==> config.mk <==
export PLATFORM = sky130hd
export DESIGN_NAME = srw_supervisor
export DESIGN_NICKNAME = d
export VERILOG_FILES = /design/src/rtl/srw_pkg.sv /design/src/rtl/srw_bus_watch.sv /design/src/rtl/srw_supervisor.sv
export VERILOG_INCLUDE_DIRS = /design/src /design/src/rtl
export SDC_FILE = /design/constraint.sdc
export NUM_CORES = 1
export LEC_CHECK = 0
export BUFFER_PORTS_ARGS = -buffer_cell sky130_fd_sc_hd__buf_2
export CORE_ASPECT_RATIO = 1.5
export CORE_MARGIN = 10
export CORE_UTILIZATION = 30
export CTS_BUF_LIST = sky130_fd_sc_hd__clkbuf_8
export CTS_CLUSTER_SIZE = 10
export DETAILED_ROUTE_END_ITERATION = 8
export HOLD_SLACK_MARGIN = 0.02
export PLACE_DENSITY = 0.56
export SYNTH_ARGS = -nofsm -noshare
export SYNTH_HDL_FRONTEND = slang
export SYNTH_SLANG_ARGS = --single-unit
==> constraint.sdc <==
create_clock -name sys_clk -period 4.05 [get_ports sys_clk]
set_clock_uncertainty 0.2 [all_clocks]
set_input_delay 0.405 -clock sys_clk [delete_from_list [all_inputs] [get_ports sys_clk]]
set_output_delay 0.405 -clock sys_clk [all_outputs]
set_load 0.01 [all_outputs]
==> src/rtl/srw_regs.svh <==
// Constants for the supervisor reset and watchdog block.
// Assumes a 25 MHz system clock; included by its bare name.
`ifndef SRW_REGS_SVH
`define SRW_REGS_SVH

// Clock rate in kHz, used to turn milliseconds into cycles
`define SRW_CLK_KHZ 25000
// Hold-time select encodings and the power-up choice
`define SRW_HOLD_SEL_RST 2'h1
`define SRW_HOLD_MS_00 50
`define SRW_HOLD_MS_01 200
`define SRW_HOLD_MS_10 400
`define SRW_HOLD_MS_11 800
// Watchdog period select encodings and the power-up choice
`define SRW_WDOG_SEL_RST 2'h3
`define SRW_WDOG_MS_00 1400
`define SRW_WDOG_MS_01 200
`define SRW_WDOG_MS_10 25
`define SRW_WDOG_OFF 2'h3
// Control byte field positions
`define SRW_CTL_HOLD_HI 7
`define SRW_CTL_WD_HI 6
`define SRW_CTL_WD_LO 5
`define SRW_CTL_HOLD_LO 0
// Counter width for the longest interval
`define SRW_CNT_W 26

`endif

==> src/rtl/srw_pkg.sv <==
// Types shared by the supervisor reset and watchdog block.
// Assumes nothing beyond a SystemVerilog compiler.
package srw_pkg;

  // Digital comparator flags, high means supply above its threshold
  typedef struct packed {
    logic main_ok;
    logic aux1_ok;
    logic aux2_ok;
  } srw_supply_t;

  // Nonvolatile selects
  typedef struct packed {
    logic [1:0] hold_sel;
    logic [1:0] wdog_sel;
  } srw_cfg_t;

  // Two-wire bus watcher states
  typedef enum logic [2:0] {
    SRW_BUS_IDLE = 3'h1,
    SRW_BUS_START = 3'h2,
    SRW_BUS_CLKD = 3'h4
  } srw_bus_st_t;

endpackage : srw_pkg

==> src/rtl/srw_bus_watch.sv <==
// Two-wire bus watcher: pulses when a start, a clock toggle and a stop
// have been seen in order. Assumes bus pins already synchronous.
module srw_bus_watch
(
  input wire logic sys_clk,
  input wire logic rst_n,
  input wire logic scl_in,
  input wire logic sda_in,
  output logic restart_pulse
);

  ////////////////////////////////////////////////////////////////////////
  // Edge detection on the bus lines
  logic scl_d_ff; // Delayed clock line
  logic sda_d_ff; // Delayed data line
  srw_pkg::srw_bus_st_t st_ff; // Watcher state
  srw_pkg::srw_bus_st_t nxt_st; // Next watcher state
  logic start_seen; // Data falls while clock high
  logic stop_seen; // Data rises while clock high
  logic scl_fall; // Clock high to low

  always_ff @(posedge sys_clk)
  begin
    if (!rst_n)
    begin
      scl_d_ff <= 1'h1;
      sda_d_ff <= 1'h1;
    end
    else
    begin
      scl_d_ff <= scl_in;
      sda_d_ff <= sda_in;
    end
  end

  assign start_seen = scl_in && scl_d_ff && sda_d_ff && !sda_in;
  assign stop_seen = scl_in && scl_d_ff && !sda_d_ff && sda_in;
  assign scl_fall = scl_d_ff && !scl_in;

  ////////////////////////////////////////////////////////////////////////
  // Sequence tracking: start, clock low, clock high, stop
  always_comb
  begin
    nxt_st = st_ff;
    case (st_ff)
      srw_pkg::SRW_BUS_IDLE:
        if (start_seen)
          nxt_st = srw_pkg::SRW_BUS_START;
      srw_pkg::SRW_BUS_START:
        if (scl_fall)
          nxt_st = srw_pkg::SRW_BUS_CLKD;
        else if (stop_seen)
          nxt_st = srw_pkg::SRW_BUS_IDLE; // No toggle, no restart
      srw_pkg::SRW_BUS_CLKD:
        if (stop_seen)
          nxt_st = srw_pkg::SRW_BUS_IDLE;
        else if (start_seen)
          nxt_st = srw_pkg::SRW_BUS_START; // Repeated start
      default:
        nxt_st = srw_pkg::SRW_BUS_IDLE;
    endcase
  end

  always_ff @(posedge sys_clk)
  begin
    if (!rst_n)
      st_ff <= srw_pkg::SRW_BUS_IDLE;
    else
      st_ff <= nxt_st;
  end

  // One pulse at the stop that closes a full sequence
  always_ff @(posedge sys_clk)
  begin
    if (!rst_n)
      restart_pulse <= 1'h0;
    else
      restart_pulse <= (st_ff == srw_pkg::SRW_BUS_CLKD) && stop_seen;
  end

endmodule : srw_bus_watch

==> src/rtl/srw_supervisor.sv <==
// Supervisor top: reset hold, supply fail outputs, watchdog and the
// nonvolatile select byte. Assumes comparator flags and bus pins are
// synchronous to sys_clk; nonvolatile storage sits outside.
//
// Functional notes
// Write-protect high blocks all writes
// Watchdog fault is active-low open-drain
// Aux2 fail low below threshold, no hold
// Aux2 fail follows comparator, no timing
// System reset asserted at power-up
// Release after main supply good hold time
// Manual reset holds, then extends hold time
// Main supply low asserts reset, restarts hold
// Aux1 fail stays until aux1 recovers
// Aux2 fail stays until aux2 recovers
// Early low output, no hold delay
// Any full bus sequence restarts watchdog
// Host sends start, clock low, high, stop
// Two nonvolatile bits choose watchdog period
// Restart needs data fall, toggle, stop
// Hold select: 50/200/400/800 ms
// Watchdog: 1.4 s/200 ms/25 ms/off
// Reset output in two polarity variants
// Fault stays until next valid restart
// One time base; counters cleared in reset
//
// Implementation choices: the address map and the strobed register port.
`include "srw_regs.svh"

module srw_supervisor
#(
  parameter bit RST_ACTIVE_HIGH = 1'b0, // Push-pull active-high variant
  parameter int CLK_KHZ = `SRW_CLK_KHZ, // Time-base rate in kHz
  parameter int HOLD_00 = `SRW_HOLD_MS_00 * `SRW_CLK_KHZ,
  parameter int HOLD_01 = `SRW_HOLD_MS_01 * `SRW_CLK_KHZ,
  parameter int HOLD_10 = `SRW_HOLD_MS_10 * `SRW_CLK_KHZ,
  parameter int HOLD_11 = `SRW_HOLD_MS_11 * `SRW_CLK_KHZ,
  parameter int WDOG_00 = `SRW_WDOG_MS_00 * `SRW_CLK_KHZ,
  parameter int WDOG_01 = `SRW_WDOG_MS_01 * `SRW_CLK_KHZ,
  parameter int WDOG_10 = `SRW_WDOG_MS_10 * `SRW_CLK_KHZ
)
(
  input wire logic sys_clk,
  input wire logic rst_n,
  input wire srw_pkg::srw_supply_t supply_ok,
  input wire logic manual_reset_req_n,
  input wire logic write_protect,
  input wire logic scl_in,
  input wire logic sda_in,
  input wire logic [7:0] reg_addr,
  input wire logic [7:0] reg_wdata,
  input wire logic reg_wr,
  input wire logic reg_rd,
  output logic [7:0] reg_rdata,
  output logic sys_reset_out,
  output logic sys_reset_oe,
  output logic watchdog_fault_n,
  output logic watchdog_fault_oe,
  output logic aux1_undervolt_n,
  output logic aux1_undervolt_oe,
  output logic aux2_undervolt_n,
  output logic aux2_undervolt_oe,
  output logic early_supply_low_n
);

  ////////////////////////////////////////////////////////////////////////
  // Local constants
  localparam logic [7:0] ADDR_CTL = 8'h00; // Select byte
  localparam logic [7:0] ADDR_STAT = 8'h01; // Live status byte
  localparam int CW = `SRW_CNT_W; // Counter width

  ////////////////////////////////////////////////////////////////////////
  // Declarations
  srw_pkg::srw_cfg_t cfg_ff; // Hold and watchdog selects
  logic [CW-1:0] hold_cnt_ff; // Reset hold counter
  logic [CW-1:0] nxt_hold_cnt; // Next hold count
  logic [CW-1:0] hold_lim; // Selected hold length
  logic [CW-1:0] wd_cnt_ff; // Watchdog counter
  logic [CW-1:0] wd_lim; // Selected watchdog length
  logic reset_req; // Any cause to hold reset
  logic in_reset_ff; // System reset active
  logic wd_fault_ff; // Watchdog expired
  logic wd_restart; // Valid bus restart pulse
  logic wd_off; // Watchdog disabled

  ////////////////////////////////////////////////////////////////////////
  // Bus activity watcher
  srw_bus_watch u_bus_watch
  (
    .sys_clk(sys_clk),
    .rst_n(rst_n),
    .scl_in(scl_in),
    .sda_in(sda_in),
    .restart_pulse(wd_restart)
  );

  ////////////////////////////////////////////////////////////////////////
  // Select byte write, blocked by write protect
  always_ff @(posedge sys_clk)
  begin
    if (!rst_n)
    begin
      cfg_ff.hold_sel <= `SRW_HOLD_SEL_RST;
      cfg_ff.wdog_sel <= `SRW_WDOG_SEL_RST;
    end
    else if (reg_wr && !write_protect && reg_addr == ADDR_CTL)
    begin
      // Hold and period selects take the control byte layout
      cfg_ff.hold_sel <= {reg_wdata[`SRW_CTL_HOLD_HI],
                          reg_wdata[`SRW_CTL_HOLD_LO]};
      cfg_ff.wdog_sel <= {reg_wdata[`SRW_CTL_WD_HI],
                          reg_wdata[`SRW_CTL_WD_LO]};
    end
  end

  // Read data one cycle after the strobe, zero when idle or unmapped
  always_ff @(posedge sys_clk)
  begin
    if (!rst_n)
      reg_rdata <= 8'h00;
    else if (reg_rd && reg_addr == ADDR_CTL)
    begin
      reg_rdata <= 8'h00;
      reg_rdata[`SRW_CTL_HOLD_HI] <= cfg_ff.hold_sel[1];
      reg_rdata[`SRW_CTL_HOLD_LO] <= cfg_ff.hold_sel[0];
      reg_rdata[`SRW_CTL_WD_HI] <= cfg_ff.wdog_sel[1];
      reg_rdata[`SRW_CTL_WD_LO] <= cfg_ff.wdog_sel[0];
    end
    else if (reg_rd && reg_addr == ADDR_STAT)
      // Live state: reset, fault, and the three comparator flags
      reg_rdata <= {3'h0, in_reset_ff, wd_fault_ff, supply_ok};
    else
      reg_rdata <= 8'h00;
  end

  ////////////////////////////////////////////////////////////////////////
  // Interval lookups in cycles of the one time base
  always_comb
  begin
    case (cfg_ff.hold_sel)
      2'h0: hold_lim = CW'(HOLD_00);
      2'h1: hold_lim = CW'(HOLD_01);
      2'h2: hold_lim = CW'(HOLD_10);
      default: hold_lim = CW'(HOLD_11);
    endcase
  end

  always_comb
  begin
    case (cfg_ff.wdog_sel)
      2'h0: wd_lim = CW'(WDOG_00);
      2'h1: wd_lim = CW'(WDOG_01);
      2'h2: wd_lim = CW'(WDOG_10);
      default: wd_lim = CW'(WDOG_00);
    endcase
  end

  assign wd_off = (cfg_ff.wdog_sel == `SRW_WDOG_OFF);

  ////////////////////////////////////////////////////////////////////////
  // Reset hold: any cause clears the count, release after full hold
  assign reset_req = !supply_ok.main_ok || !manual_reset_req_n;

  always_comb
  begin
    if (reset_req)
      nxt_hold_cnt = '0;
    else if (hold_cnt_ff < hold_lim)
      nxt_hold_cnt = hold_cnt_ff + CW'(1);
    else
      nxt_hold_cnt = hold_cnt_ff;
  end

  always_ff @(posedge sys_clk)
  begin
    if (!rst_n)
      hold_cnt_ff <= '0;
    else
      hold_cnt_ff <= nxt_hold_cnt;
  end

  // Reset state, active from power-up until the hold completes
  always_ff @(posedge sys_clk)
  begin
    if (!rst_n)
      in_reset_ff <= 1'h1;
    else if (reset_req)
      in_reset_ff <= 1'h1;
    else if (hold_cnt_ff >= hold_lim)
      in_reset_ff <= 1'h0;
  end

  // Pin drive for the selected polarity variant
  always_ff @(posedge sys_clk)
  begin
    if (!rst_n)
    begin
      sys_reset_out <= RST_ACTIVE_HIGH;
      sys_reset_oe <= 1'h1;
    end
    else if (RST_ACTIVE_HIGH)
    begin
      sys_reset_out <= nxt_hold_cnt < hold_lim || reset_req;
      sys_reset_oe <= 1'h1; // Push-pull always drives
    end
    else
    begin
      // Open drain: low while driven, released level otherwise
      sys_reset_out <= !(nxt_hold_cnt < hold_lim || reset_req);
      sys_reset_oe <= nxt_hold_cnt < hold_lim || reset_req;
    end
  end

  ////////////////////////////////////////////////////////////////////////
  // Watchdog counter, reloaded on each valid restart
  always_ff @(posedge sys_clk)
  begin
    if (!rst_n)
      wd_cnt_ff <= '0;
    else if (wd_restart || wd_off)
      wd_cnt_ff <= '0;
    else if (wd_cnt_ff < wd_lim)
      wd_cnt_ff <= wd_cnt_ff + CW'(1);
  end

  // Sticky fault until the next restart; restart wins over expiry
  always_ff @(posedge sys_clk)
  begin
    if (!rst_n)
      wd_fault_ff <= 1'h0;
    else if (wd_restart || wd_off)
      wd_fault_ff <= 1'h0;
    else if (wd_cnt_ff + CW'(1) >= wd_lim)
      wd_fault_ff <= 1'h1;
  end

  // Open-drain fault pin, pulled low while faulted
  always_ff @(posedge sys_clk)
  begin
    if (!rst_n)
    begin
      watchdog_fault_n <= 1'h1;
      watchdog_fault_oe <= 1'h0;
    end
    else
    begin
      // Low exactly while the pin is driven
      watchdog_fault_n <= wd_restart || wd_off ||
        !(wd_fault_ff || wd_cnt_ff + CW'(1) >= wd_lim);
      watchdog_fault_oe <= !(wd_restart || wd_off) &&
        (wd_fault_ff || wd_cnt_ff + CW'(1) >= wd_lim);
    end
  end

  ////////////////////////////////////////////////////////////////////////
  // Supply fail outputs, one flop behind the comparator, no hold
  always_ff @(posedge sys_clk)
  begin
    if (!rst_n)
    begin
      aux1_undervolt_n <= 1'h1;
      aux1_undervolt_oe <= 1'h0;
      aux2_undervolt_n <= 1'h1;
      aux2_undervolt_oe <= 1'h0;
      early_supply_low_n <= 1'h0;
    end
    else
    begin
      // Pin level low only while driven
      aux1_undervolt_n <= supply_ok.aux1_ok;
      aux1_undervolt_oe <= !supply_ok.aux1_ok;
      aux2_undervolt_n <= supply_ok.aux2_ok;
      aux2_undervolt_oe <= !supply_ok.aux2_ok;
      early_supply_low_n <= supply_ok.main_ok;
    end
  end

endmodule : srw_supervisor

======== Yosys cells after proc, flatten, opt, wreduce, memory -nomap -nowiden ========
Index checks and enable logic that the tools add are counted.
storage, ports and cells
  register bits after elaboration ......... 81
cells by class
  reduce and logical (&&, ||, !) cells .... 33
  magnitude comparators ................... 5
  eq/ne operators ......................... 10
  mux-type cells .......................... 11
  bitwise operators ....................... 2
  add/sub/neg operators ................... 2
operators with widths
  cell                                                                      number
  26-bit < comparator                                                       3
  25-bit case mux with 3 select lines                                       1
  26-bit by 1-bit adder with 26-bit output (second input constant)          2
  26-bit greater-or-equal comparator                                        2
  26-bit 2-to-1 mux                                                         2
  26-bit case mux with 2 select lines                                       1
  1-bit logical AND                                                         12
  3-bit 2-to-1 mux                                                          4
  1-bit logical NOT                                                         11
  3-bit case mux with 3 select lines                                        1
  8-bit by 1-bit == test with 1-bit output (second input constant)          1
  8-bit logical NOT                                                         1
  8-bit 2-to-1 mux                                                          1
  2-bit == test (second input constant)                                     3
  1-bit logical OR                                                          5
  5-bit 2-to-1 mux                                                          1
  2-bit by 1-bit == test with 1-bit output (second input constant)          2
  2-bit OR reduction                                                        2
  3-bit by 1-bit == test with 1-bit output (second input constant)          1
  3-bit by 2-bit == test with 1-bit output (second input constant)          1
  3-bit == test (second input constant)                                     1
  3-bit by 1-bit inequality test with 1-bit output (second input constant)  1
  3-bit OR reduction                                                        1
  2-bit logical NOT                                                         1
  1-bit NOT                                                                 2

======== Longest topological paths before layout ========
Gate-level depths: netlist of run 1.
  depth after elaboration ................. 8
  gate-level depth with buffers ........... 20

======== Hierarchy ========
Synthesis of run 1 repeated with hierarchy kept, for this count alone.
second synthesis, totals
  cell total of the unflattened synthesis .. 680
  area total of the unflattened synthesis .. 5627.9 um^2
by module, submodules not included
  module          instances  area each (um^2)  cells each  sequential area each (um^2)
  srw_supervisor  1          5333.9            649         1501.4
  srw_bus_watch   1          294.0             31          120.1

======== Worst setup path after synthesis of run 1 ========
No wires, ideal clock.
  path kind ............................... register to register
  from .................................... register cfg_ff[2] (netlist name)
  to ...................................... register sys_reset_out
  path slack .............................. -0.373 ns
  cell stages (with the launch flop) ...... 20
  arrival time ............................ 4.107 ns
  period minus slack after synthesis ...... 4.423 ns
  setup time .............................. 0.116 ns
  required time ........................... 3.734 ns
  path through ............................ dfxtp_1 > inv_1 > ha_1 > inv_1 > ha_1 > a21o_1 > a211o_1 > a221oi_2 > o21ai_2 > or4_4 > o21ai_0 > a21oi_1 > ha_1 > a2111oi_0 > o21ai_0 > a211oi_1 > o21a_1 > o22a_1 > o31ai_1 > a31o_2
on the way
  cells in the longest elaborated chain, start to end .. 8
  elaborated cells on any way between the ends .. 10
  classes of those cells .................. order compare: 2; eq/ne: 2; mux: 3; reduce/logical: 3
ends and longest elaborated chain
  element                                  line                   RTL
  from (decl)                              srw_supervisor.sv:74   srw_pkg::srw_cfg_t cfg_ff;
  2-bit == test (tied with other cells)    srw_supervisor.sv:140  case (cfg_ff.hold_sel)
  25-bit case mux with 3 select lines (*)  srw_supervisor.sv:140
  26-bit < comparator (*)                  srw_supervisor.sv:168  else if (hold_cnt_ff < hold_lim)
  26-bit 2-to-1 mux (*)                    srw_supervisor.sv:168
  26-bit 2-to-1 mux (*)                    srw_supervisor.sv:166  if (reset_req)
  named net nxt_hold_cnt[23]               srw_supervisor.sv:76   logic [CW-1:0] nxt_hold_cnt;
  26-bit < comparator (*)                  srw_supervisor.sv:209  sys_reset_out <= !(nxt_hold_cnt < hold_lim || reset_req);
  1-bit logical OR (*)                     srw_supervisor.sv:209
  1-bit logical NOT (*)                    srw_supervisor.sv:209
  to (signal assigned)                     srw_supervisor.sv:203  sys_reset_out <= nxt_hold_cnt < hold_lim || reset_req;
  to (signal assigned)                     srw_supervisor.sv:209
  to (decl)                                srw_supervisor.sv:55   output logic sys_reset_out,
The timed path passes the listed nets; every way through them passes the cells marked *.
A chain may end at the register's enable or synchronous reset.

======== Worst setup path in the final report of run 1 ========
Same ends and word-level chain as after synthesis.

==> impl_summary.txt, run 1 <==
----------------------------------------------------
[Global routing]
  Total Routing Usage GR ... 13.27%
  GR Util met2 ... 26.07%
  Global route hottest layer ... met2
  Largest net degree at the start of global routing ... 30
  Number of antenna violations at the first check in global routing ... 0
  Met3 demand-to-capacity share in global routing ... 2.658%
  Grt ovf ... 0
  Via count of the first global-routing pass ... 5386
  Global-route wire length before repair ... 26.59 mm
  Met1 track demand over resource ... 12.88%

[Critical path]
  Critical Path Fanout Max ... 5
  CP Cell Sequence ... inv_4 > ha_4 > inv_4 > ha_4 > a21o_1 > a211o_1 > a221oi_2 > o21ai_2 > buf_6 > nor3_2 > xnor2_1 > nor2_1 > ha_1 > a2111oi_2 > o21ai_1 > a211oi_2 > o21a_1 > o22a_1 > o31ai_2 > a31o_2
  Critical path arrival ... 4.34 ns
  Kind of cell with the highest combined delay on the critical path ... compound AO/OA/AOI/OAI gates
  Worst path required time ... 4.13 ns
  Type of destination of the critical path ... register
  Setup CP Type ... register to register
  Crit start category ... register
  FF-to-FF path depth ... 20
  Worst path max stage delay ... 0.41 ns
  Critical path buffers and inverters ... 3
  Crit path max-delay cell type ... sky130_fd_sc_hd__dfxtp_4
  Number of cells on the critical path ... 20

[Die]
  Vertical extent of the die ... 186.8 um
  Area of the core ... 18090 sq um
  Die Area ... 24510 sq um
  Die X-Extent ... 131.2 um
  Row cnt ... 60
  IO Count ... 44
  Starting density of the core ... 30.75%

[Timing]
  Final hold violation count ... 0
  Final critical-path share of the clock period ... 105.2%
  Slew @ Worst Pin ... 0.8476 ns
  Setup repair after global routing missed its margin ... yes
  Count of final setup violators ... 2
  Timing-limited maximum frequency ... 234.8 MHz
  Slew headroom ... 43.28%
  Total Neg Setup Slack ... -0.3086 ns
  Final count of pins violating max slew ... 0
  Post-route setup slack ... -0.2090 ns
  Period minus WS final ... 4.259 ns

[Synth]
  Post-synth cell types ... 60
  Most used DFF post-synth ... sky130_fd_sc_hd__dfxtp_1
  Fraction of registers with async set/reset ... 0%
  Total of flip-flops plus latches after synthesis ... 81
  Share of synthesized area occupied by flip-flops and latches ... 29.14%
  Post-synth EDFFs ... 0
  Most numerous cell in the Yosys netlist ... sky130_fd_sc_hd__nor2_1
  Synthesized area divided by synthesized cell count ... 8.354 sq um
  Number of cells produced by synthesis ... 666
  Synthesis Warnings ... 0
  Net count after synthesis ... 773
  Commonest cells in the synthesized netlist ... sky130_fd_sc_hd__nor2_1, sky130_fd_sc_hd__dfxtp_1, sky130_fd_sc_hd__ha_1
  Area contributors post-synth ... sky130_fd_sc_hd__dfxtp_1, sky130_fd_sc_hd__ha_1, sky130_fd_sc_hd__nor2_1
  Largest area contributor in the netlist ... sky130_fd_sc_hd__dfxtp_1
  Post-synth top area share ... 29.14%
  Cell area after technology mapping ... 5564 sq um

[Placed design]
  Placed cell count ... 1015
  HPWL reported at the end of detailed placement ... 12.45 mm
  RD Place Congestion ... 0.8579
  Count of port buffers added during placement ... 39

[Clocking]
  CTS root buf ... sky130_fd_sc_hd__clkbuf_8
  H-tree depth reported by CTS ... 3
  Number of buffers created by CTS ... 9
  Number of buffers between clock root and the deepest sink ... 2
  TritonCTS clock tree ... built
  Clk slew on worst S/H paths ... 0.09 ns
  Clock insertion delay at the later pin of the skew report ... 0.38 ns
  Sink count of the clock tree ... 81

[Drt]
  Antenna viol nets, final ... 0
  Detailed router's first-iteration violation count ... 228
  Number of iterations in the first detailed-routing pass ... 7
  Total wire length ... 16.17 mm
  Detailed-route DRC error count ... 0
  Average detailed-routed wire length per instance ... 15.40 um
  Vias per std cell ... 4.934
  Via Count ... 5181

[Layout]
  Growth of design area from synthesis to finish ... 33.48%
  Share of post-route cells with drive strength above 1 ... 28.55%
  Non-filler cells, final ... 1050
  Antenna diode instance count ... 0
  Layout net count ... 905
  Fillers ... 1839
  Final core area utilization ... 41.05%

[Flow run]
  MaxCap Viol Count ... 0

[Power]
  Design Power ... 1479 uW
  Static leakage power ... 0.003127 uW
  Worst-case vdd ir drop ... 0.0001225 V
  Power per cell area ... 199.1 nW/um^2

[Worst hold path]
  Class of the tightest hold or removal check ... input pin to register
  Cell depth of the worst min-delay path ... 3

[Outcome]
  Status ... finished with violations
  Failing checks ... setup timing

----------------------------------------------------
-- where the power goes --
| part | internal [uW] | switching, uW |
|---|---|---|
| combinational | 20.6 | 27.1 |
| sequential | 800 | 4.07 |
| clock | 311 | 316 |
| total | 1130 | 347 |
-- flip-flops by register name (all words and copies together) (netlist names) --
register,count
u_bus_watch.scl_d_ff,1
wd_cnt_ff,26
aux2_undervolt_n,1
sys_reset_oe,1
early_supply_low_n,1
u_bus_watch.sda_d_ff,1
aux1_undervolt_oe,1
reg_rdata,8
aux2_undervolt_oe,1
sys_reset_out,1
watchdog_fault_oe,1
aux1_undervolt_n,1
hold_cnt_ff,26
wd_fault_ff,1
in_reset_ff,1
u_bus_watch.restart_pulse,1
cfg_ff,4
watchdog_fault_n,1
u_bus_watch.st_ff,3
-- path summary, 6_finish.rpt --
| kind | start | endpoint | slack, ns |
|---|---|---|---|
| setup / recovery | cfg_ff[2] | sys_reset_out | -0.21 |
| hold / removal | reg_wdata[5] | cfg_ff[0] | 0.06 |
| setup reg to reg | cfg_ff[2] | sys_reset_out | -0.21 |
| hold reg to reg | in_reset_ff | reg_rdata[4] | 0.25 |
-- cell type report --
| class | count | area, sq um | area share, % |
|---|---|---|---|
| inverter | 30 | 130.1 | 1.752 |
| multi-input combinational | 533 | 4154 | 55.93 |
| sequential | 81 | 1629 | 21.93 |
| clock inverter | 4 | 45.04 | 0.6065 |
| tap | 248 | 310.3 | 4.178 |
| clock buffer | 11 | 151.4 | 2.038 |
| timing repair buffer | 143 | 1007 | 13.56 |
-- worst register-to-register path, cell delays in order, from the launching register on --
cell	delay (ns)
sky130_fd_sc_hd__dfxtp_4	0.41
sky130_fd_sc_hd__inv_4	0.06
sky130_fd_sc_hd__ha_4	0.17
sky130_fd_sc_hd__inv_4	0.07
sky130_fd_sc_hd__ha_4	0.19
sky130_fd_sc_hd__a21o_1	0.15
sky130_fd_sc_hd__a211o_1	0.26
sky130_fd_sc_hd__a221oi_2	0.19
sky130_fd_sc_hd__o21ai_2	0.16
sky130_fd_sc_hd__buf_6	0.17
sky130_fd_sc_hd__nor3_2	0.18
sky130_fd_sc_hd__xnor2_1	0.16
sky130_fd_sc_hd__nor2_1	0.07
sky130_fd_sc_hd__ha_1	0.35
sky130_fd_sc_hd__a2111oi_2	0.38
sky130_fd_sc_hd__o21ai_1	0.13
sky130_fd_sc_hd__a211oi_2	0.23
sky130_fd_sc_hd__o21a_1	0.14
sky130_fd_sc_hd__o22a_1	0.16
sky130_fd_sc_hd__o31ai_2	0.09
sky130_fd_sc_hd__a31o_2	0.22
-- through the flow --
step	area (sq um)	hold slack [ns]	worst slack, ns
finish	7427	0.05688	-0.2090
global route	7427	0.04117	-0.4184
CTS	7234	0.03330	-0.2944
detailed placement	6683	0.2462	-0.4183
global placement	6683	0.2445	-0.4196
floorplan	5652	0.2304	0.003307
-- metal layers --
metal | vias up | share of wire [%]
met5 | - | 0
met4 | 0 | 3.4
met3 | 33 | 2.4
met2 | 80 | 56
met1 | 2442 | 38
li1 | 2626 | -
-- timing repair --
| action | 4_1_cts | 5_1_grt |
|---|---|---|
| gates resized for setup | 48 | 25 |
| pin swaps | 31 | 11 |
| hold buffers | 2 | 0 |
| endpoints found under the setup margin | 2 | 2 |
| setup buffers | 13 | 6 |
| hold endpoints to repair | 3 | 0 |
-- logic make-up after synthesis --
group	synth area share, %
simple gates	25.48
compound gates	11.92
flops	29.14
fa+ha+maj	17.99
xor+xnor	10.55
buf+inv	3.665
mux	1.259
-- cell usage in the layout, fill, tap and decap left out, drive strengths merged, types with 24 or more instances in the layout --
cell type  netlist  routed
nor3            29      29
nand2           44      44
nor2            93      93
nand3           33      33
nand4           24      24
buf              3     141
xor2            33      33
dfxtp           81      81
xnor2           34      34
inv             30      32
o21ai           24      24
ha              80      80
Power figures use the tool's default switching activity.
==> run 2, diff against run 1 <==
--- a/config.mk
+++ b/config.mk
@@ -15,6 +15,7 @@
 export DETAILED_ROUTE_END_ITERATION = 8
 export HOLD_SLACK_MARGIN = 0.02
 export PLACE_DENSITY = 0.56
+export REMOVE_ABC_BUFFERS = 1
 export SYNTH_ARGS = -nofsm -noshare
 export SYNTH_HDL_FRONTEND = slang
 export SYNTH_SLANG_ARGS = --single-unit
==> run 2 against run 1 <==
The run still ends with setup timing left. Via count rose by 1.2%. Die area did not move. Global-route usage rose by 0.16 points. Sequential share of layout area barely moved. Largest cell class unchanged. First-iteration DRC count fell by 13%.
==> impl_summary.txt, run 2 (synthesized netlist as in run 1, its figures left out) <==
----------------------------------------------------
[Die]
  Vertical extent of the die ... 186.8 um (unchanged)
  Row cnt ... 60 (unchanged)
  Starting density of the core ... 30.75% (unchanged)
  Die Area ... 24510 sq um (unchanged)
  Area of the core ... 18090 sq um (unchanged)
  IO Count ... 44 (unchanged)
  Die X-Extent ... 131.2 um (unchanged)

[Drt]
  Total wire length ... 16.45 mm (+1.7%)
  Number of iterations in the first detailed-routing pass ... 4 (-3)
  Antenna viol nets, final ... 0 (unchanged)
  Detailed-route DRC error count ... 0 (unchanged)
  Via Count ... 5244 (+1.2%)
  Average detailed-routed wire length per instance ... 15.57 um (+1.1%)
  Detailed router's first-iteration violation count ... 199 (-13%)
  Vias per std cell ... 4.961 (+0.55%)

[Worst hold path]
  Min-Delay Endpoint ... u_bus_watch.sda_d_ff
  Cell depth of the worst min-delay path ... 3 (unchanged)
  Class of the tightest hold or removal check ... input pin to register
  Launch instance of the worst min-delay path ... sda_in

[Critical path]
  Startpoint of the lowest-slack register-to-register path ... cfg_ff[2]
  Critical Path Fanout Max ... 5 (unchanged)
  Crit start category ... register
  Setup CP Type ... register to register
  Critical path arrival ... 4.64 ns (+0.30 ns)
  FF-to-FF path depth ... 21 (+5.0%)
  Type of destination of the critical path ... register
  Worst R2R End ... sys_reset_out
  Worst-case register-to-register setup slack ... -0.52 ns (-0.31 ns)
  Worst path required time ... 4.13 ns (about the same)

[Timing]
  Final hold violation count ... 0 (unchanged)
  Slew headroom ... 60.30% (+17 points)
  Slew @ Worst Pin ... 0.5941 ns (-0.2536 ns)
  Post-route setup slack ... -0.5160 ns (-0.3070 ns)
  Final count of pins violating max slew ... 0 (unchanged)
  Final critical-path share of the clock period ... 112.7% (+7.6 points)
  Setup repair after global routing missed its margin ... yes
  Timing-limited maximum frequency ... 219.0 MHz (-6.7%)
  Count of final setup violators ... 2 (unchanged)
  Period minus WS final ... 4.566 ns (+0.3070 ns)

[Clocking]
  Clk slew on worst S/H paths ... 0.10 ns (about the same)
  Sink count of the clock tree ... 81 (unchanged)
  H-tree depth reported by CTS ... 3 (unchanged)
  Number of buffers created by CTS ... 9 (unchanged)
  Number of buffers between clock root and the deepest sink ... 2 (unchanged)
  TritonCTS clock tree ... built
  Clock insertion delay at the later pin of the skew report ... 0.39 ns (about the same)
  CTS root buf ... sky130_fd_sc_hd__clkbuf_8

[Power]
  Sw Pwr ... 358.5 uW (+3.3%)
  Register share of total power ... 52.3% (-2.1 points)
  Clk network pwr share ... 44.6% (+2.2 points)
  Cell Int Power ... 1180 uW (+4.3%)
  Worst-case vdd ir drop ... 0.0001064 V (-13%)
  Share of total power in combinational logic ... 3.1% (about the same)
  Net Sw Frac ... 23.30% (-0.16 points)
  Power per cell area ... 207.6 nW/um^2 (+4.3%)
  Static leakage power ... 0.003139 uW (+0.37%)
  Design Power ... 1538 uW (+4.0%)

[Global routing]
  Number of antenna violations at the first check in global routing ... 1 (+1)
  Grt ovf ... 0 (unchanged)
  Via count of the first global-routing pass ... 5418 (+0.59%)
  Largest net degree at the start of global routing ... 30 (unchanged)
  Total Routing Usage GR ... 13.43% (+0.16 points)
  Global-route wire length before repair ... 26.92 mm (+1.2%)

[Outcome]
  Status ... finished with violations
  Failing checks ... setup timing

[Placed design]
  Count of port buffers added during placement ... 39 (unchanged)
  HPWL reported at the end of detailed placement ... 12.69 mm (+1.9%)
  Placed cell count ... 1025 (+0.99%)
  Instance area at placement ... 6684 sq um (about the same)
  RD Place Congestion ... 0.9329 (+8.7%)

[Layout]
  Post-route cell area ... 7412 sq um (-0.20%)
  Antenna diode instance count ... 0 (unchanged)
  Layout net count ... 912 (+0.77%)
  Non-filler cells, final ... 1057 (+0.67%)
  Share of post-route cells with drive strength above 1 ... 27.69% (-0.87 points)
  Leading cell types in the layout, fill and taps excluded ... sky130_fd_sc_hd__buf_4, sky130_fd_sc_hd__nor2_1, sky130_fd_sc_hd__dfxtp_1
  Top Registers ... hold_cnt_ff: 26 flops, wd_cnt_ff: 26 flops, reg_rdata: 8 flops
  Growth of design area from synthesis to finish ... 33.21%
  Most common cell after layout, fill and taps aside ... sky130_fd_sc_hd__buf_4

[Flow run]
  MaxCap Viol Count ... 0 (unchanged)

----------------------------------------------------
==> run 2: power by group through the flow <==
stage	sequential [uW]	combinational (uW)	clock [uW]
global route	805	54.1	743
global placement	824	46.9	0
finish	804	48.4	686
detailed placement	824	47.2	0
floorplan	825	18.0	0
CTS	804	49.4	713
==> run 2: cell type report <==
class | instances | area [sq um]
multi-input cells | 533 | 4061
inverters | 30 | 130.1
repair buffers | 150 | 1064
clock buffers | 10 | 137.6
fillers | 1807 | 10680
clock inverters | 5 | 80.08
flip-flops and latches | 81 | 1629
well taps | 248 | 310.3
==> run 2: critical path, stage by stage (launching register included) <==
cell and delay, ns:
sky130_fd_sc_hd__dfxtp_4 0.40, sky130_fd_sc_hd__inv_4 0.05, sky130_fd_sc_hd__buf_6 0.12, sky130_fd_sc_hd__ha_4 0.17, sky130_fd_sc_hd__inv_4 0.07, sky130_fd_sc_hd__ha_4 0.19
sky130_fd_sc_hd__a21o_1 0.16, sky130_fd_sc_hd__a211o_1 0.26, sky130_fd_sc_hd__a221oi_2 0.19, sky130_fd_sc_hd__o21ai_2 0.11, sky130_fd_sc_hd__buf_4 0.16, sky130_fd_sc_hd__nor3_1 0.31
sky130_fd_sc_hd__xnor2_1 0.21, sky130_fd_sc_hd__nor2_1 0.09, sky130_fd_sc_hd__ha_1 0.37, sky130_fd_sc_hd__a2111oi_4 0.36, sky130_fd_sc_hd__o21ai_1 0.14, sky130_fd_sc_hd__a211oi_2 0.27
sky130_fd_sc_hd__o21a_1 0.17, sky130_fd_sc_hd__o22a_1 0.15, sky130_fd_sc_hd__o31ai_2 0.07, sky130_fd_sc_hd__a31o_2 0.22
==> run 2: how the worst max path moves through the flow <==
stage | start | end | slack (ns) | cells past startpoint
after floorplan | cfg_ff[2] | sys_reset_out | -0.57 | 19
after global placement | cfg_ff[2] | sys_reset_out | -0.65 | 21
after detailed placement | cfg_ff[2] | sys_reset_out | -0.63 | 19
after CTS | cfg_ff[3] | sys_reset_out | -0.34 | 22
after global routing | cfg_ff[2] | sys_reset_out | -0.68 | 21
final | cfg_ff[2] | sys_reset_out | -0.52 | 21
==> run 2: routing by layer <==
layer	track usage (%)	wire length (um)	up-vias
li1	-	-	2641
met1	13.26	6254	2451
met2	24.69	8759	96
met3	2.685	534	54
met4	8.941	896	2
met5	0	9	-
==> run 2: timing repair <==
action / in CTS / in global routing
buffers inserted: 11 / 4
resized for setup: 63 / 20
pin swaps: 21 / 16
gates cloned: 0 / 0
endpoints found under the hold margin: 3 / 0
hold buffers: 2 / 0
endpoints found under the setup margin: 2 / 5
==> run 2: metrics by stage <==
| stage | TNS, ns | utilization (%) | hold slack [ns] | worst slack (ns) |
|---|---|---|---|---|
| after floorplan | -1.085 | - | 0.2304 | -0.5735 |
| after global placement | -1.189 | 36.94 | 0.2638 | -0.6544 |
| after detailed placement | -1.260 | 36.94 | 0.2520 | -0.6321 |
| after CTS | -0.6661 | 40.20 | 0.02477 | -0.3376 |
| after global routing | -1.330 | 40.97 | 0.05683 | -0.6836 |
| final | -1.000 | 40.97 | 0.04044 | -0.5160 |
